<file path="src/logic/tpg_defs.svh">
`ifndef TPG_DEFS_SVH
`define TPG_DEFS_SVH
// register indexes, byte address is four times the index
`define TPG_IDX_TRIM 5'h10
`define TPG_IDX_STAT 5'h1c
`define TPG_IDX_CTRL 5'h1d
`define TPG_IDX_PAT 5'h1e
`define TPG_IDX_PAGE 5'h1f
`define TPG_IDX_EXT 5'h10
// page select values
`define TPG_PAGE_STD 2'h0
`define TPG_PAGE_E1 2'h1
`define TPG_PAGE_E2 2'h2
// control field positions
`define TPG_BIT_EN 15
`define TPG_BIT_RUN 14
`define TPG_BIT_CONT 13
`define TPG_LEN_HI 12
`define TPG_LEN_LO 11
`define TPG_DA_HI 9
`define TPG_DA_LO 6
`define TPG_SA_HI 5
`define TPG_SA_LO 2
`define TPG_BIT_RND 1
`define TPG_BIT_BAD 0
// reset values
`define TPG_RST_CTRL 16'h0040
`define TPG_RST_PAT 16'h0000
`define TPG_RST_TRIM 16'h028e
// frame sizes, header byte positions and fcs length in bytes
`define TPG_LEN_00 14'h007d
`define TPG_LEN_01 14'h0040
`define TPG_LEN_10 14'h05ee
`define TPG_LEN_11 14'h2710
`define TPG_HDR_DA 14'h0005
`define TPG_HDR_SA 14'h000b
`define TPG_HDR_END 14'h000c
`define TPG_FCS_BYTES 14'h0004
// frame counts
`define TPG_BLOCK_FRAMES 10000
`define TPG_BURST_FRAMES 30000000
// crc and scrambler constants
`define TPG_CRC_POLY 32'hedb88320
`define TPG_CRC_INIT 32'hffffffff
`define TPG_LFSR_SEED 16'hace1
`endif

</file>
<file path="src/logic/tpg_pkg.sv">
`default_nettype none
package tpg_pkg;
  typedef struct packed {
    logic last;
    logic [7:0] data;
  } tpg_beat_s;
  typedef enum logic {TPG_IDLE, TPG_SEND} tpg_state_e;
  typedef struct packed {
    logic cont;
    logic [1:0] len;
    logic [3:0] da;
    logic [3:0] sa;
    logic rnd;
    logic bad;
    logic [15:0] pat;
  } tpg_cfg_s;
endpackage
`default_nettype wire

</file>
<file path="src/logic/tpg_top.sv">
`timescale 1ns/100ps
`default_nettype none
`include "tpg_defs.svh"

module tpg_fifo #(
  parameter int WIDTH = 9,
  parameter int DEPTH = 4
) (
  input wire logic clk_sys,
  input wire logic rstn,
  input wire logic in_valid,
  output logic in_ready,
  input wire logic [WIDTH-1:0] in_data,
  output logic out_valid,
  input wire logic out_ready,
  output logic [WIDTH-1:0] out_data
);
  localparam int AW = $clog2(DEPTH);
  logic [WIDTH-1:0] mem [DEPTH];
  logic [AW-1:0] wptr, rptr;
  logic [AW:0] cnt;
  logic push, pop;

  // honest full and empty from the fill count
  assign in_ready = (cnt != (AW+1)'(DEPTH));
  assign out_valid = (cnt != '0);
  assign push = in_valid && in_ready;
  assign pop = out_valid && out_ready;
  assign out_data = mem[rptr];

  // storage
  always_ff @(posedge clk_sys) begin
    if (push) begin
      mem[wptr] <= in_data;
    end
  end

  // pointers and count
  always_ff @(posedge clk_sys) begin
    if (!rstn) begin
      wptr <= '0;
      rptr <= '0;
      cnt <= '0;
    end else begin
      if (push) begin
        wptr <= (wptr == AW'(DEPTH-1)) ? '0 : wptr + 1'b1;
      end
      if (pop) begin
        rptr <= (rptr == AW'(DEPTH-1)) ? '0 : rptr + 1'b1;
      end
      cnt <= cnt + (AW+1)'(push) - (AW+1)'(pop);
    end
  end
endmodule

module tpg_top #(
  parameter int BLOCK_FRAMES = `TPG_BLOCK_FRAMES,
  parameter int BURST_FRAMES = `TPG_BURST_FRAMES,
  parameter int FIFO_DEPTH = 4
) (
  input wire logic clk_sys,
  input wire logic rstn,
  input wire logic psel,
  input wire logic penable,
  input wire logic pwrite,
  input wire logic [11:0] paddr,
  input wire logic [31:0] pwdata,
  output logic [31:0] prdata,
  output logic pready,
  output logic pslverr,
  output logic tx_valid,
  input wire logic tx_ready,
  output tpg_pkg::tpg_beat_s tx_beat,
  output logic [15:0] trim_level
);
  localparam int BURST_BLOCKS = BURST_FRAMES / BLOCK_FRAMES;
  logic [15:0] ctrl, pat, trim, rd;
  logic [1:0] page;
  logic armed;
  tpg_pkg::tpg_state_e st;
  tpg_pkg::tpg_cfg_s snap;
  logic [13:0] idx, flen, fcs_at;
  logic [13:0] fcnt;
  logic [15:0] bcnt;
  logic [31:0] crc, next_crc, fcs;
  logic [15:0] lfsr;
  tpg_pkg::tpg_beat_s beat;
  logic push, in_ready, go, start, fend, done, wrap, in_pay;
  logic [4:0] ridx;
  logic bad_addr, wr;

  // apb decode, zero wait states, error on out of range address
  assign ridx = paddr[6:2];
  assign bad_addr = (paddr[11:7] != 5'h00) || (paddr[1:0] != 2'h0);
  assign wr = psel && penable && pwrite && !bad_addr;
  assign pready = 1'b1;
  assign pslverr = psel && penable && bad_addr;
  assign trim_level = trim;

  // read mux, low registers unaffected by the page
  always_comb begin
    rd = 16'h0000;
    if (ridx == `TPG_IDX_PAGE) begin
      rd = {14'h0000, page};
    end else if (ridx >= `TPG_IDX_EXT) begin
      if (page == `TPG_PAGE_E1) begin
        if (ridx == `TPG_IDX_CTRL) rd = ctrl;
        if (ridx == `TPG_IDX_PAT) rd = pat;
        if (ridx == `TPG_IDX_STAT) rd = {st == tpg_pkg::TPG_SEND, armed,
                                         bcnt[13:0]};
      end else if (page == `TPG_PAGE_E2) begin
        if (ridx == `TPG_IDX_TRIM) rd = trim;
      end
    end
  end

  // read data captured in the setup phase
  always_ff @(posedge clk_sys) begin
    if (!rstn) begin
      prdata <= 32'h0000_0000;
    end else if (psel && !penable && !pwrite) begin
      prdata <= bad_addr ? 32'h0000_0000 : {16'h0000, rd};
    end
  end

  // page select register
  always_ff @(posedge clk_sys) begin
    if (!rstn) begin
      page <= `TPG_PAGE_STD;
    end else if (wr && ridx == `TPG_IDX_PAGE) begin
      page <= pwdata[1:0];
    end
  end

  // page one generator registers
  always_ff @(posedge clk_sys) begin
    if (!rstn) begin
      ctrl <= `TPG_RST_CTRL;
      pat <= `TPG_RST_PAT;
    end else if (wr && page == `TPG_PAGE_E1) begin
      if (ridx == `TPG_IDX_CTRL) ctrl <= pwdata[15:0];
      if (ridx == `TPG_IDX_PAT) pat <= pwdata[15:0];
    end
  end

  // page two amplitude trim, passed straight to the line driver
  always_ff @(posedge clk_sys) begin
    if (!rstn) begin
      trim <= `TPG_RST_TRIM;
    end else if (wr && page == `TPG_PAGE_E2 && ridx == `TPG_IDX_TRIM) begin
      trim <= pwdata[15:0];
    end
  end

  // a rising run bit arms a fresh start, set wins over consume
  always_ff @(posedge clk_sys) begin
    if (!rstn) begin
      armed <= 1'b0;
    end else if (wr && page == `TPG_PAGE_E1 && ridx == `TPG_IDX_CTRL &&
                 pwdata[`TPG_BIT_RUN] && !ctrl[`TPG_BIT_RUN]) begin
      armed <= 1'b1;
    end else if (start) begin
      armed <= 1'b0;
    end
  end

  // frame boundaries and the end of a run
  assign go = ctrl[`TPG_BIT_EN] && ctrl[`TPG_BIT_RUN];
  assign push = (st == tpg_pkg::TPG_SEND) && in_ready;
  assign fend = push && beat.last;
  assign start = go && armed && (st == tpg_pkg::TPG_IDLE || fend);
  assign wrap = (fcnt == 14'(BLOCK_FRAMES - 1));
  assign done = wrap && (snap.cont ? !ctrl[`TPG_BIT_CONT]
                : (bcnt + 16'h0001 == 16'(BURST_BLOCKS)));

  // run state
  always_ff @(posedge clk_sys) begin
    if (!rstn) begin
      st <= tpg_pkg::TPG_IDLE;
    end else if (start) begin
      st <= tpg_pkg::TPG_SEND;
    end else if (fend && (!go || done)) begin
      st <= tpg_pkg::TPG_IDLE;
    end
  end

  // settings are frozen at each start
  always_ff @(posedge clk_sys) begin
    if (!rstn) begin
      snap <= '0;
    end else if (start) begin
      snap.cont <= ctrl[`TPG_BIT_CONT];
      snap.len <= ctrl[`TPG_LEN_HI:`TPG_LEN_LO];
      snap.da <= ctrl[`TPG_DA_HI:`TPG_DA_LO];
      snap.sa <= ctrl[`TPG_SA_HI:`TPG_SA_LO];
      snap.rnd <= ctrl[`TPG_BIT_RND];
      snap.bad <= ctrl[`TPG_BIT_BAD];
      snap.pat <= pat;
    end
  end

  // frame counts, blocks of ten thousand
  always_ff @(posedge clk_sys) begin
    if (!rstn) begin
      fcnt <= 14'h0000;
      bcnt <= 16'h0000;
    end else if (start) begin
      fcnt <= 14'h0000;
      bcnt <= 16'h0000;
    end else if (fend) begin
      fcnt <= wrap ? 14'h0000 : fcnt + 14'h0001;
      bcnt <= wrap ? bcnt + 16'h0001 : bcnt;
    end
  end

  // frame length lookup
  always_comb begin
    unique case (snap.len)
      2'b00: flen = `TPG_LEN_00;
      2'b01: flen = `TPG_LEN_01;
      2'b10: flen = `TPG_LEN_10;
      2'b11: flen = `TPG_LEN_11;
    endcase
  end

  assign fcs_at = flen - `TPG_FCS_BYTES;
  assign in_pay = (idx >= `TPG_HDR_END) && (idx < fcs_at);
  assign fcs = snap.bad ? crc : ~crc;

  // byte for the current position in the frame
  always_comb begin
    logic [13:0] k;
    k = idx - fcs_at;
    beat.last = (idx == flen - 14'h0001);
    beat.data = 8'hff;
    if (idx == `TPG_HDR_DA) begin
      beat.data = {4'hf, snap.da};
    end else if (idx == `TPG_HDR_SA) begin
      beat.data = {4'hf, snap.sa};
    end else if (in_pay) begin
      if (snap.rnd) beat.data = lfsr[7:0];
      else beat.data = idx[0] ? snap.pat[7:0] : snap.pat[15:8];
    end else if (idx >= fcs_at) begin
      beat.data = fcs[8*k[1:0] +: 8];
    end
  end

  // reflected crc-32 over one byte
  always_comb begin
    next_crc = crc ^ {24'h000000, beat.data};
    for (int i = 0; i < 8; i++) begin
      next_crc = next_crc[0] ? (next_crc >> 1) ^ `TPG_CRC_POLY
                             : (next_crc >> 1);
    end
  end

  // byte position, checksum and random source
  always_ff @(posedge clk_sys) begin
    if (!rstn) begin
      idx <= 14'h0000;
      crc <= `TPG_CRC_INIT;
      lfsr <= `TPG_LFSR_SEED;
    end else if (start || fend) begin
      idx <= 14'h0000;
      crc <= `TPG_CRC_INIT;
    end else if (push) begin
      idx <= idx + 14'h0001;
      if (idx < fcs_at) crc <= next_crc;
      if (in_pay && snap.rnd) begin
        lfsr <= {lfsr[14:0], lfsr[15] ^ lfsr[13] ^ lfsr[12] ^ lfsr[10]};
      end
    end
  end

  // bytes wait here for the line side
  tpg_fifo #(.WIDTH(9), .DEPTH(FIFO_DEPTH)) u_fifo (
    .clk_sys(clk_sys),
    .rstn(rstn),
    .in_valid(st == tpg_pkg::TPG_SEND),
    .in_ready(in_ready),
    .in_data(beat),
    .out_valid(tx_valid),
    .out_ready(tx_ready),
    .out_data(tx_beat)
  );
endmodule
`default_nettype wire
</file>
<file path="config.mk">
export PLATFORM = sky130hd
export DESIGN_NAME = tpg_top
export DESIGN_NICKNAME = d
export VERILOG_FILES = /design/src/logic/tpg_pkg.sv /design/src/logic/tpg_top.sv
export VERILOG_INCLUDE_DIRS = /design/src /design/src/logic
export SDC_FILE = /design/constraint.sdc
export NUM_CORES = 1
export LEC_CHECK = 0
export ABC_AREA = 1
export BUFFER_PORTS_ARGS = -buffer_cell sky130_fd_sc_hd__clkbuf_2
export CORE_MARGIN = 3
export CORE_UTILIZATION = 45
export CTS_CLUSTER_DIAMETER = 150
export DETAILED_ROUTE_END_ITERATION = 12
export HOLD_SLACK_MARGIN = 0.15
export PLACE_DENSITY = 0.75
export SKIP_CTS_REPAIR_TIMING = 1
export SYNTH_ARGS = -nofsm -noshare
export SYNTH_HDL_FRONTEND = slang
export SYNTH_HIERARCHICAL = 1
export SYNTH_SLANG_ARGS = --single-unit
</file>
<file path="constraint.sdc">
create_clock -name clk_sys -period 4.4 [get_ports clk_sys]
set_input_delay 0.44 -clock clk_sys [delete_from_list [all_inputs] [get_ports clk_sys]]
set_output_delay 0.44 -clock clk_sys [all_outputs]
set_load 0.005 [all_outputs]
</file>
# Word-level counts from Yosys, hierarchy flattened
# Memory sizes are Yosys's and may differ from the RTL's. A register that Yosys moved wholly into a read port is not among the register bits.
# Cells that the tools add are included.
# W data, S select, Z words.
# totals
mem_bits_ro,0
n_memories,1
regBits,212
in_bits,50
ramBits,36
output_inout_bits,60
latch_bits,0
# mem_list
name,depth,word_bits,read_ports,rd_clocked_by_memory_dff,write_ports,line_no,source
u_fifo.mem,4,9,1,1,1,tpg_top.sv:19,logic [WIDTH-1:0] mem [DEPTH];
# classes
multipliers,0
n_eq_ne,18
shifts,1
order_cmp,4
muxes,37
bitwise,16
n_reduce_logical,46
div_mod_pow,0
add_sub_neg,10
# ops
op,n
$mux W32,9
$mux W16,9
$not A13 Y14,8
$pmux W14 S4,1
$mux W8,6
$not A32 Y32,1
$shiftx A32 B6 Y8,1
$xor A32 B8 Y32,1
$add A14 B1 Y14 const B,2
$eq A5 B5 Y1 const B,5
$logic_and A1 B1 Y1,23
$add A16 B1 Y16 const B,1
$eq A16 B12 Y1 const B,1
$eq A14 B14 Y1,1
$eq A14 B14 Y1 const B,1
$eq A14 B3 Y1 const B,1
$eq A14 B4 Y1 const B,1
$ge A14 B14 Y1,1
$ge A14 B4 Y1 const B,1
$lt A14 B14 Y1,1
$mux W14,1
$sub A14 B1 Y14 const B,1
$sub A14 B3 Y14 const B,1
$eq A2 B2 Y1 const B,5
other kinds (20),49

# Longest topological paths before layout
# depth
ltp_word,26
mapped_depth,27
mapped_depth_nobuf,26

# Cells and area by module
# Netlist, hierarchy kept.
# by_module_without_submodules
module,instances,cells_per_inst,area_each_um2
tpg_top,1,1523,10452.5
tpg_fifo,1,153,1863.0

# Worst setup path before layout
# No wires, ideal clock.
# synth_path
kind,reg2reg
start,reg idx[0]
end,reg crc[24]
setup_ps,115
slack_ps,1110
t_required_ps,4285
stages_incl_launch_ff,21
n_path_buf,2
t_arrival_ps,3175
synth_period_minus_slack_ps,3290
cell_sequence,dfxtp_1 buf_2 clkinv_1 ha_1 inv_1 fa_1 clkbuf_1 a21oi_2 o21ai_1 nand2_1 xor2_1 nand2_1 nand2_2 nand3_2 nand2_1 nand2_4 xor2_4 xor2_2 o21ai_1 nand3_1 nand2_1
# synth_lines
element,line_no,source
from (decl),tpg_top.sv:82,"logic [13:0] idx, flen, fcs_at;"
from (signal assigned),tpg_top.sv:267,idx <= idx + 14'h0001;
to (signal assigned),tpg_top.sv:261,crc <= `TPG_CRC_INIT;
to (signal assigned),tpg_top.sv:265,crc <= `TPG_CRC_INIT;
to (signal assigned),tpg_top.sv:268,if (idx < fcs_at) crc <= next_crc;
to (decl),tpg_top.sv:85,"logic [31:0] crc, next_crc, fcs;"

==> results_dict.tcl <==
set metrics [dict create \
    root_buffer "clkbuf_16" \
    gp_congestion 0.928 \
    wl_per_cell_microns 15.2 \
    fp.dieH_microns 171 \
    nets 1814 \
    synth_top_area_share 0.322 \
    synthArstFlopShare 0 \
    cp.arrival_ns 4.23 \
    leakagePower_nw 5.64 \
    areaGrowthSynthToFinish_pct 12.2 \
    ys_dominant_reg_cell "dfxtp_1" \
    status "completed" \
    finalSetupTns_ns 0 \
    min_period_ns 3.82 \
    synth.yosys.warnings 6 \
    grt_overflow 0 \
    powerDensity_nw_per_um2 356 \
    synth.most_common_cell "nand2_1" \
    synth_top_cell_by_area "dfxtp_1" \
    ys_top_cells_by_count "352 x nand2_1, 198 x dfxtp_1, 177 x inv_1, 164 x nor2_1, 128 x a21oi_1" \
    drt_iter0_markers 827 \
    critPathMaxFanout 14 \
    ios 110 \
    synth_edf_count 36 \
    crit_path_start_kind "flop" \
    synth_seq_area_share 0.410 \
    grt_usage 0.214 \
    slew_headroom 0.325 \
    setup_viol 0 \
    numCtsBuffers 25 \
    p_int_w 0.00376 \
    grt_pass1_wl_microns 51900 \
    cts_tree "yes" \
    synthTopCellsByArea "dfxtp_1 32%, nand2_1 11%, edfxtp_1 8.8%" \
    slew_viol_final 0 \
    hold_ws_ns 0.183 \
    io_buffers 76 \
    core_area_sq_um 26500 \
    dieArea_sq_um 29400 \
    synth-seq-cells 234 \
    start_util 0.465 \
    clock.fmax_mhz 262 \
    synth_area_sq_um 12300 \
    period_share 0.868 \
    rsz0062_at_grt "no" \
    min_path_type "in2reg" \
    clockPowerShare 0.470 \
    ant_nets 0 \
    n_antenna_cell 0 \
    htreeDepth 1 \
    via_count 11300 \
    drive_above_1_share 0.113 \
    endpoint_kind "flop" \
    fin_worst_skew_ns 0.0177 \
    switchingPower_w 0.00116 \
    grt_max_degree 62 \
    p_seq_frac 0.455 \
    drtPass1Iterations 6 \
    clock-sinks 234 \
    path_clk_slew_ns 0.07 \
    cap_violations 0 \
    grt_antenna_before_repair 0 \
    p_sw_frac 0.236 \
    power_frac_comb 0.075 \
    rows 59 \
    tightest_slew_ns 1.01 \
    peakVddDrop_v 0.000263 \
    clockBufferDepth 3 \
    die_width_microns 171 \
    drcViolationCount 0 \
    vias_per_cell 5.38 \
    cp_data_required_time_ns 4.81 \
    totalWireLength_microns 31700 \
    crit_type "reg2reg" \
    dp_hpwl_microns 22900 \
    avgSynthCellArea_sq_um 7.35 \
    clk_latency_ns 0.53 \
    timing_hold_violations_final 0 \
    yosysUniqueCellTypes 55 \
    synthCells 1676 \
    grt_pass1_vias 10600 \
]
[state kept, by name, summed over array words and instances, names as in the netlist, 3 cells and up, named ones only]
name,count
fcnt,14
u_fifo/cnt,3
ctrl,16
idx,14
prdata,16
trim_level,16
snap,29
bcnt,16
crc,32
pat,16
lfsr,16
u_fifo/mem,36
[through the flow]
stage                      util  setup slack (ns)  cells  cell area (sq um)  total power (W)
after floorplan               -              1.11   1694              12400          0.00255
after global placement    0.487             0.636   2044              12900          0.00265
after detailed placement  0.487             0.573   2044              12900          0.00266
after CTS                 0.521             0.513   2090              13800          0.00495
after global routing      0.521            0.0994   2090              13800          0.00508
final                     0.521             0.581   2090              13800          0.00491
[logic make-up after synthesis]
| kind of cell | after synthesis | synth area share |
|---|---|---|
| XOR/XNOR | 53 | 0.0398 |
| AO/OA/AOI/OAI | 366 | 0.170 |
| AND/OR/NAND/NOR | 723 | 0.259 |
| adder cells (fa/ha/maj) | 28 | 0.0297 |
| buffers and inverters | 270 | 0.0918 |
| other | 2 | 0.000610 |
| flip-flops | 234 | 0.410 |
[power groups by stage]
stage | combinational, W | sequential (W) | clock [W]
detailed placement | 0.000375 | 0.00229 | 0
CTS | 0.000376 | 0.00224 | 0.00233
floorplan | 0.000289 | 0.00226 | 0
global placement | 0.000365 | 0.00228 | 0
global route | 0.000427 | 0.00224 | 0.00241
finish | 0.000369 | 0.00224 | 0.00231
[layer usage]
metal  up-vias  global-route usage  share of wire
li1       5663                   -              -
met3        70              0.0306          0.072
met1      5091               0.284           0.43
met5         -                   0              0
met2       428               0.352           0.46
met4         0              0.0843          0.036
[worst max-delay path, stage by stage (launching register included)]
cell and delay [ns]:
dfxtp_1 0.49, nand2_1 0.20, ha_1 0.35, nand2_1 0.09
inv_2 0.05, nand2_1 0.06, nand2_1 0.08, a21oi_4 0.30
nand3_2 0.27, nand2_1 0.13, nand2_1 0.05, nand2_1 0.05
nand2_1 0.07, nand2_1 0.25, nand2_2 0.17, nand2_2 0.27
nand2_1 0.09, nand2_1 0.22, nand2_1 0.10, nand2_2 0.17
nand3_1 0.11, nand3_1 0.09, nand2_1 0.05
[cell usage in the layout, fill, tap and decap left out, types with 6 or more instances in the layout]
cell / n
nand2_4: 6
buf_4: 16
a21oi_1: 128
o21ai_0: 117
a221oi_1: 14
ha_1: 26
o211ai_1: 13
xnor2_1: 11
nand2_2: 17
o22ai_1: 31
nand4_1: 14
o21ai_1: 13
inv_2: 13
nor2_1: 163
a211oi_1: 38
edfxtp_1: 36
nor3_1: 31
clkbuf_2: 76
nand2_1: 352
conb_1: 20
dfxtp_1: 198
xor2_1: 40
clkbuf_16: 25
nor4_1: 9
nand3_1: 93
inv_1: 177
[worst paths after layout]
check	start	endpoint	slack, ns	cells after the start
worst max register to register	snap[26]$_SDFFE_PN0P_	crc[20]$_SDFFE_PP1P_	0.58	22
worst min-delay path	pwdata[3]	trim_level[3]$_SDFFE_PN1P_	0.18	3
worst min register to register	lfsr[14]$_SDFFE_PN0P_	lfsr[14]$_SDFFE_PN0P_	0.45	2
worst max-delay path	snap[26]$_SDFFE_PN0P_	crc[20]$_SDFFE_PP1P_	0.58	22
[area by class of cell]
type,count,area (sq um)
fillers,2474,12700
clock buffers,35,713
repair buffers,92,500
flip-flops and latches,234,5040
well taps,335,419
clock inverters,11,188
multi-input cells,1190,6220
inverters,193,734
No activity file was read; power rests on OpenSTA's default activity.
